File: src/include/aoscr_pkg.sv
// Constants, field positions and field codes of the aux output, converter and receiver control slice.
package aoscr_pkg;

    // ========================================================
    // Widths
    localparam int unsigned SAMP_W = 24;
    localparam int unsigned GAIN_W = 5;

    // ========================================================
    // Register addresses on the serial control port
    localparam logic [6:0] AUX_OUT_ADDR    = 7'h07;
    localparam logic [6:0] DELAY_MUTE_ADDR = 7'h08;
    localparam logic [6:0] RX_CFG1_ADDR    = 7'h09;
    localparam logic [6:0] RX_CFG2_ADDR    = 7'h0a;

    // ========================================================
    // Reset values and writable bits
    localparam logic [7:0] AUX_OUT_RESET    = 8'h00;
    localparam logic [7:0] DELAY_MUTE_RESET = 8'h00;
    localparam logic [7:0] RX_CFG1_RESET    = 8'h00;
    localparam logic [7:0] RX_CFG2_RESET    = 8'h00;
    localparam logic [7:0] AUX_OUT_MASK     = 8'h3f;
    localparam logic [7:0] RX_CFG2_MASK     = 8'hf3;

    // ========================================================
    // Field positions
    localparam int unsigned AUX_CLK_LSB      = 4;
    localparam int unsigned AUX_OUTPUT_WORD_SIZE_LSB     = 2;
    localparam int unsigned AUX_FMT_LSB      = 0;
    localparam int unsigned DM_MUTE_BIT      = 7;
    localparam int unsigned DM_DELAY_LSB     = 0;
    localparam int unsigned RC1_FALLBACK_BIT = 7;
    localparam int unsigned RC1_RATIO_LSB    = 5;
    localparam int unsigned RC1_DEEMPH_BIT   = 4;
    localparam int unsigned RC1_ERR_LSB      = 2;
    localparam int unsigned RC1_LOCK_LSB     = 0;
    localparam int unsigned RC2_HMUTE_BIT    = 7;
    localparam int unsigned RC2_PLLREF_BIT   = 6;
    localparam int unsigned RC2_PORTSEL_LSB  = 4;
    localparam int unsigned RC2_NONAUD_BIT   = 1;
    localparam int unsigned RC2_VALID_BIT    = 0;

    // ========================================================
    // Field codes
    localparam logic [1:0] OUTPUT_WORD_SIZE_24   = 2'h0;
    localparam logic [1:0] OUTPUT_WORD_SIZE_20   = 2'h1;
    localparam logic [1:0] OUTPUT_WORD_SIZE_18   = 2'h2;
    localparam logic [4:0] WORD_24   = 5'h18;
    localparam logic [4:0] WORD_20   = 5'h14;
    localparam logic [4:0] WORD_18   = 5'h12;
    localparam logic [4:0] WORD_16   = 5'h10;
    localparam logic [1:0] RATIO_128 = 2'h0;
    localparam logic [1:0] RATIO_256 = 2'h1;
    localparam logic [1:0] RATIO_512 = 2'h2;
    localparam logic [9:0] MULT_128  = 10'h080;
    localparam logic [9:0] MULT_256  = 10'h100;
    localparam logic [9:0] MULT_512  = 10'h200;
    localparam logic [9:0] MULT_NONE = 10'h000;
    localparam logic [1:0] ACT_NONE  = 2'h0;
    localparam logic [1:0] ACT_HOLD  = 2'h1;
    localparam logic [1:0] ACT_ZERO  = 2'h2;
    localparam logic [1:0] ACT_SOFT  = 2'h3;

    // ========================================================
    // Serial frame and soft mute ramp
    localparam logic [4:0] SPI_HDR_LAST  = 5'h07;
    localparam logic [4:0] SPI_DATA_LAST = 5'h0f;
    localparam logic [4:0] SPI_FIRST_OUT = 5'h08;
    localparam logic [4:0] SPI_DONE      = 5'h10;
    localparam logic [4:0] GAIN_MAX      = 5'h10;
    localparam logic [4:0] GAIN_ZERO     = 5'h00;

endpackage

File: src/include/aoscr_buf_if.sv
// Valid/ready channel between the sample path and its two-entry buffer.
`timescale 1ns/10ps
interface aoscr_buf_if;
    logic                         in_valid;
    logic                         in_ready;
    logic [aoscr_pkg::SAMP_W-1:0] in_data;
    logic                         out_valid;
    logic                         out_ready;
    logic [aoscr_pkg::SAMP_W-1:0] out_data;

    modport buf_side  (input in_valid, in_data, out_ready, output in_ready, out_valid, out_data);
    modport user_side (output in_valid, in_data, out_ready, input in_ready, out_valid, out_data);
endinterface

File: src/hdl/aoscr_buf.sv
// Two-entry sample buffer with valid and ready on both sides.
`timescale 1ns/10ps
module aoscr_buf
(
    input wire logic       clk_i,
    input wire logic       nrst_i,
    aoscr_buf_if.buf_side  bus
);
    import aoscr_pkg::*;

    logic [SAMP_W-1:0] mem_reg [2];
    logic              wr_ptr_reg;
    logic              rd_ptr_reg;
    logic [1:0]        count_reg;
    logic              push;
    logic              pop;

    assign bus.in_ready  = (count_reg != 2'h2);
    assign bus.out_valid = (count_reg != 2'h0);
    assign bus.out_data  = mem_reg[rd_ptr_reg];
    assign push          = bus.in_valid & bus.in_ready;
    assign pop           = bus.out_valid & bus.out_ready;

    always_ff @(posedge clk_i)
    begin
        if (!nrst_i)
        begin
            mem_reg[0] <= '0;
            mem_reg[1] <= '0;
            wr_ptr_reg <= 1'b0;
            rd_ptr_reg <= 1'b0;
            count_reg  <= 2'h0;
        end
        else
        begin
            if (push)
            begin
                mem_reg[wr_ptr_reg] <= bus.in_data;
                wr_ptr_reg          <= ~wr_ptr_reg;
            end
            if (pop)
            begin
                rd_ptr_reg <= ~rd_ptr_reg;
            end
            count_reg <= count_reg + {1'b0, push} - {1'b0, pop};
        end
    end
endmodule // aoscr_buf

File: src/hdl/aoscr_top.sv
// Aux output port, converter delay and mute, and receiver control registers with sample path.
`timescale 1ns/10ps
module aoscr_top
(
    input  wire logic                         clk_i,
    input  wire logic                         nrst_i,
    input  wire logic                         spi_sclk_i,
    input  wire logic                         spi_cs_n_i,
    input  wire logic                         spi_mosi_i,
    output wire logic                         spi_miso_o,
    output wire logic                         spi_miso_oe_o,
    input  wire logic                         pll_locked_i,
    input  wire logic                         cs_emphasis_i,
    input  wire logic                         rx_valid_i,
    output wire logic                         rx_ready_o,
    input  wire logic [aoscr_pkg::SAMP_W-1:0] rx_data_i,
    input  wire logic                         rx_error_i,
    input  wire logic                         rx_compressed_i,
    output wire logic                         aud_valid_o,
    input  wire logic                         aud_ready_i,
    output wire logic [aoscr_pkg::SAMP_W-1:0] aud_data_o,
    output wire logic [1:0]                   port_clock_origin_o,
    output wire logic [4:0]                   output_word_size_o,
    output wire logic [1:0]                   serial_framing_format_o,
    output wire logic [6:0]                   fir_extra_delay_o,
    output wire logic                         rx_clock_use_internal_clock_one_o,
    output wire logic [9:0]                   recovered_clock_ratio_o,
    output wire logic                         deemphasis_apply_o,
    output wire logic                         pll_ref_from_serial_port_o,
    output wire logic [1:0]                   pll_ref_port_select_o,
    output wire logic [aoscr_pkg::GAIN_W-1:0] converter_gain_o
);
    import aoscr_pkg::*;

    // ========================================================
    // Pin synchronisers
    logic sclk_s1_reg, sclk_s2_reg, sclk_s3_reg;
    logic cs_n_s1_reg, cs_n_s2_reg;
    logic mosi_s1_reg, mosi_s2_reg;

    always_ff @(posedge clk_i)
    begin
        if (!nrst_i)
        begin
            sclk_s1_reg <= 1'b0;
            sclk_s2_reg <= 1'b0;
            sclk_s3_reg <= 1'b0;
            cs_n_s1_reg <= 1'b1;
            cs_n_s2_reg <= 1'b1;
            mosi_s1_reg <= 1'b0;
            mosi_s2_reg <= 1'b0;
        end
        else
        begin
            sclk_s1_reg <= spi_sclk_i;
            sclk_s2_reg <= sclk_s1_reg;
            sclk_s3_reg <= sclk_s2_reg;
            cs_n_s1_reg <= spi_cs_n_i;
            cs_n_s2_reg <= cs_n_s1_reg;
            mosi_s1_reg <= spi_mosi_i;
            mosi_s2_reg <= mosi_s1_reg;
        end
    end

    // ========================================================
    // Serial control port: 7-bit address, read flag, 8 data bits, MSB first
    logic [4:0] bit_cnt_reg;
    logic [6:0] shift_reg;
    logic [6:0] addr_reg;
    logic       rd_reg;
    logic [7:0] tx_reg;
    logic [7:0] aux_reg, dm_reg, rc1_reg, rc2_reg;
    logic       frame_on, sclk_rise, sclk_fall;
    logic       hdr_done, wr_en;
    logic [7:0] in_byte;

    function automatic logic [7:0] reg_read(input logic [6:0] a, input logic [7:0] r0,
                                            input logic [7:0] r1, input logic [7:0] r2,
                                            input logic [7:0] r3);
        logic [7:0] v;
        v = 8'h00;
        if (a == AUX_OUT_ADDR) v = r0;
        else if (a == DELAY_MUTE_ADDR) v = r1;
        else if (a == RX_CFG1_ADDR) v = r2;
        else if (a == RX_CFG2_ADDR) v = r3;
        return v;
    endfunction

    assign frame_on      = ~cs_n_s2_reg;
    assign sclk_rise     = frame_on & sclk_s2_reg & ~sclk_s3_reg;
    assign sclk_fall     = frame_on & ~sclk_s2_reg & sclk_s3_reg;
    assign in_byte       = {shift_reg, mosi_s2_reg};
    assign hdr_done      = sclk_rise & (bit_cnt_reg == SPI_HDR_LAST);
    assign wr_en         = sclk_rise & (bit_cnt_reg == SPI_DATA_LAST) & ~rd_reg;
    assign spi_miso_oe_o = frame_on & rd_reg & (bit_cnt_reg >= SPI_FIRST_OUT);
    assign spi_miso_o    = tx_reg[7];

    always_ff @(posedge clk_i)
    begin
        if (!nrst_i || !frame_on)
        begin
            bit_cnt_reg <= 5'h00;
            shift_reg   <= 7'h00;
            addr_reg    <= 7'h00;
            rd_reg      <= 1'b0;
            tx_reg      <= 8'h00;
        end
        else
        begin
            if (sclk_rise && bit_cnt_reg != SPI_DONE)
            begin
                shift_reg   <= in_byte[6:0];
                bit_cnt_reg <= bit_cnt_reg + 5'h01;
            end
            if (hdr_done)
            begin
                addr_reg <= in_byte[7:1];
                rd_reg   <= in_byte[0];
                tx_reg   <= reg_read(in_byte[7:1], aux_reg, dm_reg, rc1_reg, rc2_reg);
            end
            else if (sclk_fall && bit_cnt_reg > SPI_FIRST_OUT)
            begin
                tx_reg <= {tx_reg[6:0], 1'b0};
            end
        end
    end

    // ========================================================
    // Control registers
    always_ff @(posedge clk_i)
    begin
        if (!nrst_i)
        begin
            aux_reg <= AUX_OUT_RESET;
            dm_reg  <= DELAY_MUTE_RESET;
            rc1_reg <= RX_CFG1_RESET;
            rc2_reg <= RX_CFG2_RESET;
        end
        else if (wr_en)
        begin
            if (addr_reg == AUX_OUT_ADDR) aux_reg <= in_byte & AUX_OUT_MASK;
            else if (addr_reg == DELAY_MUTE_ADDR) dm_reg <= in_byte;
            else if (addr_reg == RX_CFG1_ADDR) rc1_reg <= in_byte;
            else if (addr_reg == RX_CFG2_ADDR) rc2_reg <= in_byte & RX_CFG2_MASK;
        end
    end

    // ========================================================
    // Decoded configuration
    logic [1:0] output_word_size, ratio, err_act, lock_act;
    logic       soft_silence, hard_silence, validity_gate, nonaudio_gate;

    assign output_word_size          = aux_reg[AUX_OUTPUT_WORD_SIZE_LSB +: 2];
    assign ratio         = rc1_reg[RC1_RATIO_LSB +: 2];
    assign err_act       = rc1_reg[RC1_ERR_LSB +: 2];
    assign lock_act      = rc1_reg[RC1_LOCK_LSB +: 2];
    assign soft_silence  = dm_reg[DM_MUTE_BIT];
    assign hard_silence  = rc2_reg[RC2_HMUTE_BIT];
    assign nonaudio_gate = rc2_reg[RC2_NONAUD_BIT];
    assign validity_gate = rc2_reg[RC2_VALID_BIT];

    assign port_clock_origin_o        = aux_reg[AUX_CLK_LSB +: 2];
    assign serial_framing_format_o    = aux_reg[AUX_FMT_LSB +: 2];
    assign output_word_size_o         = (output_word_size == OUTPUT_WORD_SIZE_24) ? WORD_24 :
                                        (output_word_size == OUTPUT_WORD_SIZE_20) ? WORD_20 :
                                        (output_word_size == OUTPUT_WORD_SIZE_18) ? WORD_18 : WORD_16;
    assign fir_extra_delay_o          = dm_reg[DM_DELAY_LSB +: 7];
    assign rx_clock_use_internal_clock_one_o       = rc1_reg[RC1_FALLBACK_BIT] & ~pll_locked_i;
    assign recovered_clock_ratio_o    = (ratio == RATIO_128) ? MULT_128 :
                                        (ratio == RATIO_256) ? MULT_256 :
                                        (ratio == RATIO_512) ? MULT_512 : MULT_NONE;
    assign deemphasis_apply_o         = rc1_reg[RC1_DEEMPH_BIT] & cs_emphasis_i;
    assign pll_ref_from_serial_port_o = rc2_reg[RC2_PLLREF_BIT];
    assign pll_ref_port_select_o      = rc2_reg[RC2_PORTSEL_LSB +: 2];

    // ========================================================
    // Receiver sample path
    aoscr_buf_if buf_if ();

    aoscr_buf u_buf
    (
        .clk_i  (clk_i),
        .nrst_i (nrst_i),
        .bus    (buf_if.buf_side)
    );

    logic [SAMP_W-1:0] last_good_reg;
    logic [GAIN_W-1:0] gain_reg;
    logic              unlocked, gate_block, sel_zero, sel_hold, ramp_down, push;
    logic [SAMP_W-1:0] pick;

    function automatic logic [SAMP_W-1:0] apply_gain(input logic [SAMP_W-1:0] s,
                                                      input logic [GAIN_W-1:0] g);
        logic signed [SAMP_W+GAIN_W:0] p;
        p = $signed(s) * $signed({1'b0, g});
        return p[SAMP_W+3:4];
    endfunction

    assign unlocked   = ~pll_locked_i;
    assign gate_block = validity_gate | nonaudio_gate | rx_compressed_i;
    assign sel_zero   = hard_silence
                      | (rx_error_i & err_act == ACT_ZERO)
                      | (unlocked & lock_act == ACT_ZERO);
    assign sel_hold   = (rx_error_i & err_act == ACT_HOLD)
                      | (unlocked & (lock_act == ACT_HOLD | lock_act == ACT_SOFT));
    assign pick       = sel_zero ? '0 : (sel_hold ? last_good_reg : rx_data_i);
    assign ramp_down  = soft_silence | (unlocked & lock_act == ACT_SOFT);

    assign buf_if.in_valid  = rx_valid_i & ~gate_block;
    assign buf_if.in_data   = apply_gain(pick, gain_reg);
    assign buf_if.out_ready = aud_ready_i;
    assign rx_ready_o       = gate_block | buf_if.in_ready;
    assign aud_valid_o      = buf_if.out_valid;
    assign aud_data_o       = buf_if.out_data;
    assign converter_gain_o = gain_reg;
    assign push             = buf_if.in_valid & buf_if.in_ready;

    always_ff @(posedge clk_i)
    begin
        if (!nrst_i)
        begin
            last_good_reg <= '0;
            gain_reg      <= GAIN_MAX;
        end
        else if (push)
        begin
            if (!rx_error_i && pll_locked_i)
            begin
                last_good_reg <= rx_data_i;
            end
            if (ramp_down && gain_reg != GAIN_ZERO)
            begin
                gain_reg <= gain_reg - 5'h01;
            end
            else if (!ramp_down && gain_reg != GAIN_MAX)
            begin
                gain_reg <= gain_reg + 5'h01;
            end
        end
    end

    logic [7:0] wr_byte_q;
    logic [6:0] wr_addr_q;

    always_ff @(posedge clk_i)
    begin
        wr_byte_q <= in_byte;
        wr_addr_q <= addr_reg;
    end
endmodule // aoscr_top

File: config.mk
export PLATFORM = sky130hd
export DESIGN_NAME = aoscr_top
export DESIGN_NICKNAME = d
export VERILOG_FILES = /design/src/include/aoscr_pkg.sv /design/src/include/aoscr_buf_if.sv /design/src/hdl/aoscr_buf.sv /design/src/hdl/aoscr_top.sv
export SDC_FILE = /design/constraint.sdc
export NUM_CORES = 1
export LEC_CHECK = 0
export CAP_MARGIN = 20
export CORE_MARGIN = 3
export CORE_UTILIZATION = 35
export CTS_CLUSTER_SIZE = 8
export DETAILED_ROUTE_END_ITERATION = 7
export DONT_BUFFER_PORTS = 1
export GPL_TIMING_DRIVEN = 0
export HOLD_SLACK_MARGIN = 0.06
export PLACE_DENSITY = 0.51
export SLEW_MARGIN = 10
export SYNTH_ARGS = -nofsm -noshare
export SYNTH_HDL_FRONTEND = slang
export SYNTH_HIERARCHICAL = 1
export SYNTH_SLANG_ARGS = --single-unit
export TNS_END_PERCENT = 30
File: constraint.sdc
create_clock -name clk_i -period 13 [get_ports clk_i]
set_input_delay 1.3 -clock clk_i [delete_from_list [all_inputs] [get_ports clk_i]]
set_output_delay 1.3 -clock clk_i [all_outputs]
set_load 0.005 [all_outputs]
==> results.cfg, run 1 <==
[clocking]
cts_hold_buffers = 0
numCtsBuffers = 17
cts_resized = 0
clkSinkCount = 145
cts_htree_levels = 4
clk_pin_slew_ns = 0.06
clock_path_buffers = 2
cts-root-buf = clkbuf_16
clock_latency_ns = 0.43
cts_setup_buffers = 0
cts_tree = done

[place]
port_buffers = 0
dpl-instance-area_um2 = 11500
post-place-ws_ns = 5.96
gp_congestion = 0.825
hpwl_um = 22100
place_inst = 1630

[worst_setup_path]
slowest_stage = fa_1
cp-startpoint = rx_error_i
arrival_ns = 6.91
crit_type = in2reg
crit_fanout = 10
cp_common_cell = inv_1
reg2reg_depth = 23
cp_cell_sequence = and3b_1, nor2_1, clkbuf_1, nand2_1, a21oi_1, nand2_1, fa_1, inv_1, fa_1, inv_1, fa_1, inv_1, ha_1, clkbuf_2, inv_1, or3_4, a2111oi_4, a21oi_1, o221ai_2, a221oi_2, xnor2_1, nand2_1, nor2_1
slowest_delay_ns = 0.56
cp-start-kind = primary input
reg2reg_from = rc1_reg[3]$_SDFFE_PN0P_
worstPathRequired_ns = 13.29
critPathCaptureType = register

[pwr]
power.total_mw = 1.14
internal_power_uw = 815
swShare_pct = 28.5
power.leakage_nw = 5.17
vdd_drop_max_uv = 77.5
p_switching_uw = 324
power_frac_clock_pct = 40.8
pwr-share-seq_pct = 44.0
power.density_nw_per_um2 = 94.0
comb_power_share_pct = 15.2

[route]
drt_first_iter_violations = 351
drt_first_pass_iters = 5
wl_per_cell_um = 17.0
num_vias = 8040
ant_nets = 0
post-route-drc-count = 0
via_per_inst = 4.83
drt-total-wl_um = 28200

[synth]
avgSynthCellArea_um2 = 8.98
muxShareOfSynthArea_pct = 7.13
synth-seq-area-share_pct = 30.7
ys_ff_latch = 145
synth_xor_area_share_pct = 2.86
synth_edf_count = 48
synth_fa_ha_area_share_pct = 19.3
ys_warn_count = 6
synthCells = 1227
synth-main-ff-cell = dfxtp_1
synth_top_cell_by_area = dfxtp_1
synth_top_family_by_area = simple AND/OR/NAND/NOR gates
synth_top_area_share_pct = 17.6
synth_area_leaders = dfxtp_1 (18%), edfxtp_1 (13%), fa_1 (13%), and2_1 (6.4%), ha_1 (6.4%)
ys_types = 69
synth_compound_area_share_pct = 10.7
yosys.area_share.simple_pct = 21.4
async_reset_ff_share_pct = 0
synth_area_um2 = 11000

[cells_and_area]
nNetsFinal = 1417
synthToLayoutAreaGrowth_pct = 9.98
final_cell_mix = nand2_1 (178), inv_1 (114), and2_1 (112), dfxtp_1 (97), nor2_1 (90)
stdcell_area_um2 = 12100
final_cells = 1664
diodes = 0
largest_reg_flops = 48
drive_gt1_share_pct = 9.15
final_common_cell = nand2_1
fillers = 3109

[timing]
worst_slew_pin_slew_ns = 0.851
worst_slew_margin_rel_pct = 43.3
worst_slack_ns = 6.38
fin_tns_setup_ns = 0
drv_slew = 0
fmax_mhz = 151
worst_clock_skew_ns = 0.0125
hold_viol = 0
min_period_over_period_pct = 50.9
setup_viol = 0
min_period_ns = 6.62
rsz0062_at_grt = false

[global_routing]
gr-usage-all-layers_pct = 17.2
grt_max_degree = 25
grt_pass1_vias = 8057
grt_pass1_wl_um = 45600
antenna_found_initial = 0
overflow = 0

[floorplan]
row_count = 64
die_w_um = 183
initial_core_util_pct = 35.7
dieArea_um2 = 33600
dieHeight_um = 183
io_pins = 99
core_area_um2 = 30800

[hold_path]
hp-start = sclk_s1_reg$_SDFF_PN0_
hold_class = reg2reg
hold_depth = 1

[flow_run]
drv_cap = 0

[status]
status = finished clean
==> metal layers <==
layer,GRT usage (%),vias to the layer above,share of wire (%)
met5,0,-,0
met4,5.21,0,2.2
met3,3.82,34,4.6
met2,24.8,138,41
met1,25.6,3820,52
li1,-,4048,-
==> layout make-up <==
type / count / area (um2) / area share, %
inverters: 114 / 428 / 3.53
repair buffers: 2 / 30.0 / 0.248
well taps: 396 / 495 / 4.09
clock inverters: 15 / 123 / 1.01
plain buffers: 82 / 439 / 3.62
multi-input cells: 893 / 6790 / 56.1
flip-flops and latches: 145 / 3380 / 27.9
clock buffers: 17 / 425 / 3.51
==> Yosys cell counts (3+ instances only) <==
cell,count
nand2_1,178
inv_1,114
and2_1,112
dfxtp_1,97
nor2_1,90
fa_1,71
a21oi_1,57
ha_1,56
edfxtp_1,48
mux2i_1,47
clkbuf_1,42
a21boi_0,30
nor2b_1,30
mux2_2,28
buf_4,23
xnor2_1,22
a211oi_1,17
xor2_1,14
a21o_1,12
nand2b_1,12
o21ai_0,12
nand3_1,8
o21ai_1,7
and3_1,6
buf_1,6
nand4_1,6
a21boi_1,5
buf_2,5
buf_6,5
nor3_1,4
o211ai_1,4
o21a_1,4
a221oi_1,3
a31oi_1,3
nor2_2,3
nor3b_1,3
nor4_1,3
==> per-stage QoR <==
step                      hold WS, ns  utilization (%)
after global placement          0.419             37.4
after detailed placement        0.431             37.4
after floorplan                 0.386                -
after global routing            0.461             39.3
final                           0.435             39.3
after CTS                       0.443             39.2
==> worst max-delay path: cells and delay by family <==
family          cells  cell delay (ns)
fa+ha+maj           4             1.82
xor+xnor            1             0.19
simple gates        7             1.29
buf+inv             6             0.80
compound gates      5             1.49
==> final timing paths <==
check,endpoint,slack [ns]
setup / recovery,u_buf/mem_reg[0][22]$_SDFFCE_PN0P_,6.38
hold / removal,sclk_s2_reg$_SDFF_PN0_,0.44
setup reg to reg,u_buf/mem_reg[0][22]$_SDFFCE_PN0P_,6.80
hold reg to reg,sclk_s2_reg$_SDFF_PN0_,0.44
==> kinds of logic after synthesis <==
logic type               count (synthesis)
AO/OA/AOI/OAI                          174
XOR/XNOR                                36
adder cells (fa/ha/maj)                127
buffers and inverters                  196
flip-flops                             145
multiplexers                            75
other                                    2
AND/OR/NAND/NOR                        472
==> power groups by stage <==
stage               clock network (mW)  logic (mW)  registers, mW
detailed placement                   0       0.173          0.512
CTS                              0.477       0.174          0.502
global placement                     0       0.173          0.511
global route                     0.498       0.193          0.504
floorplan                            0       0.131          0.509
finish                           0.465       0.173          0.501
Power figures use the tool's default switching activity.
==> inputs of run 2 (changes only) <==
Settings changed: PLACE_DENSITY 0.51 to 0.53.
Clock period 13 ns to 5.9 ns, I/O delays scaled along.
==> results.cfg, run 2 (synthesis gave the netlist of run 1 again) <==
[clocking]
cts_hold_buffers = 0
cts-root-buf = clkbuf_16
clock_path_buffers = 2
cts_tree = done
cts_htree_levels = 4
clkSinkCount = 145
clk_pin_slew_ns = 0.06
numCtsBuffers = 17
clock_latency_ns = 0.44

[cells_and_area]
diodes = 0
nNetsFinal = 1422
stdcell_area_um2 = 12400
final_common_cell = nand2_1
utilization_pct = 40.1
drive_gt1_share_pct = 11.5
largest_reg_flops = 48
synthToLayoutAreaGrowth_pct = 12.3
final_cell_mix = nand2_1 (178), inv_1 (114), and2_1 (112), dfxtp_1 (97), nor2_1 (89)
final_cells = 1669

[worst_setup_path]
reg2reg_from = rc1_reg[1]$_SDFFE_PN0P_
r2r_slack_ns = 0.33
critPathCaptureType = register
cp-start-kind = register
arrival_ns = 5.76
timing.rr.end = u_buf/mem_reg[0][22]$_SDFFCE_PN0P_
crit_fanout = 10
crit_type = reg2reg
crit_end = u_buf/mem_reg[0][22]$_SDFFCE_PN0P_
worstPathRequired_ns = 6.08
reg2reg_depth = 22
cp-startpoint = rc1_reg[1]$_SDFFE_PN0P_

[status]
status = finished clean

[timing]
hold_ws_ns = 0.269
hold_viol = 0
min_period_ns = 5.57
worst_clock_skew_ns = 0.0175
worst_slew_margin_rel_pct = 51.9
setup_viol = 0
drv_slew = 0
worst_slew_pin_slew_ns = 0.722
fin_tns_setup_ns = 0
fmax_mhz = 179
min_period_over_period_pct = 94.4

[global_routing]
overflow = 0
gr-usage-all-layers_pct = 16.9
top_usage_layer = met1
use_met3_pct = 3.62
grt_pass1_wl_um = 44800
grt_max_degree = 25
grt_use_met2_pct = 24.5
antenna_found_initial = 0
use_met1_pct = 25.7
grt_pass1_vias = 7906

[floorplan]
core_area_um2 = 30800
dieHeight_um = 183
dieArea_um2 = 33600
die_w_um = 183
initial_core_util_pct = 35.7
io_pins = 99
row_count = 64

[hold_path]
hp-start = spi_cs_n_i
hold_class = in2reg

[route]
drt_first_iter_violations = 410
wl_per_cell_um = 16.7
drt_first_pass_iters = 5
via_per_inst = 4.83
ant_nets = 0
drt-total-wl_um = 27800
post-route-drc-count = 0
num_vias = 8060

[place]
dpl-instance-area_um2 = 11500
hpwl_um = 21600
gp_congestion = 0.828
place_inst = 1630
port_buffers = 0

[pwr]
power.density_nw_per_um2 = 215
power.leakage_nw = 5.29
vdd_drop_max_uv = 174

[flow_run]
drv_cap = 0
==> run 2: cell types whose count changed in the layout (fill, tap and decap cells not counted), sizes merged <==
| cell | change |
|---|---|
| inv | -6 |
| buf | +6 |
| bufinv | +3 |
| clkinvlp | -1 |
| clkbuf | +3 |
==> run 2: timing repair <==
action | CTS | global route
setup buffers | 0 | 5
resized for setup | 7 | 34
setup endpoints to repair | 14 | 28
pin swaps | 0 | 5
==> run 2: layer usage <==
layer	up-vias	share of wire [%]	routed length (um)
li1	4061	-	-
met1	3829	52	14400
met2	147	42	11600
met3	23	5.2	1450
met4	0	1.2	321
met5	-	0	0
==> run 2: critical path, stage by stage, from the launching register on <==
cell and delay, ns:
dfxtp_1 0.34, nor3b_1 0.14, a311o_1 0.31, buf_4 0.20, buf_2 0.24, a21oi_4 0.25
and2_1 0.19, fa_1 0.47, fa_1 0.54, inv_1 0.04, fa_1 0.47, inv_1 0.04
ha_1 0.37, o211ai_2 0.13, or3_4 0.42, a2111oi_4 0.19, buf_4 0.19, a21oi_1 0.13
o221ai_2 0.27, a221oi_2 0.10, xnor2_1 0.14, nand2_1 0.09, nor2_1 0.05
==> run 2: cell type report <==
| type | instances | area, um2 |
|---|---|---|
| timing repair buffer | 7 | 67.6 |
| multi-input combinational | 893 | 6920 |
| buffer | 82 | 450 |
| sequential | 145 | 3380 |
| clock inverter | 11 | 149 |
| fill | 3065 | 18500 |
| inverter | 114 | 428 |
| tap | 396 | 495 |
| clock buffer | 21 | 482 |
==> run 2: worst min-delay path by stage <==
| stage | end | cells after the start | slack (ns) |
|---|---|---|---|
| finish | cs_n_s1_reg$_SDFF_PN1_ | 1 | 0.27 |
| detailed placement | sclk_s2_reg$_SDFF_PN0_ | 1 | 0.43 |
| global placement | mosi_s2_reg$_SDFF_PN0_ | 1 | 0.42 |
| CTS | cs_n_s1_reg$_SDFF_PN1_ | 1 | 0.25 |
| floorplan | cs_n_s2_reg$_SDFF_PN1_ | 1 | 0.39 |
| global route | cs_n_s1_reg$_SDFF_PN1_ | 1 | 0.24 |
==> run 2: report_power, final <==
group | internal, mW | leakage, nW | switching, mW
Clock | 0.717 | 0.315 | 0.459
Combinational | 0.164 | 3.69 | 0.219
Sequential | 1.09 | 1.29 | 0.0202
==> run 2: metrics by stage <==
stage	power, mW	worst slack [ns]
after floorplan	1.41	0.554
after global placement	1.50	-0.439
after detailed placement	1.51	-0.413
after CTS	2.69	-0.0688
after global routing	2.78	-0.0120
final	2.66	0.329
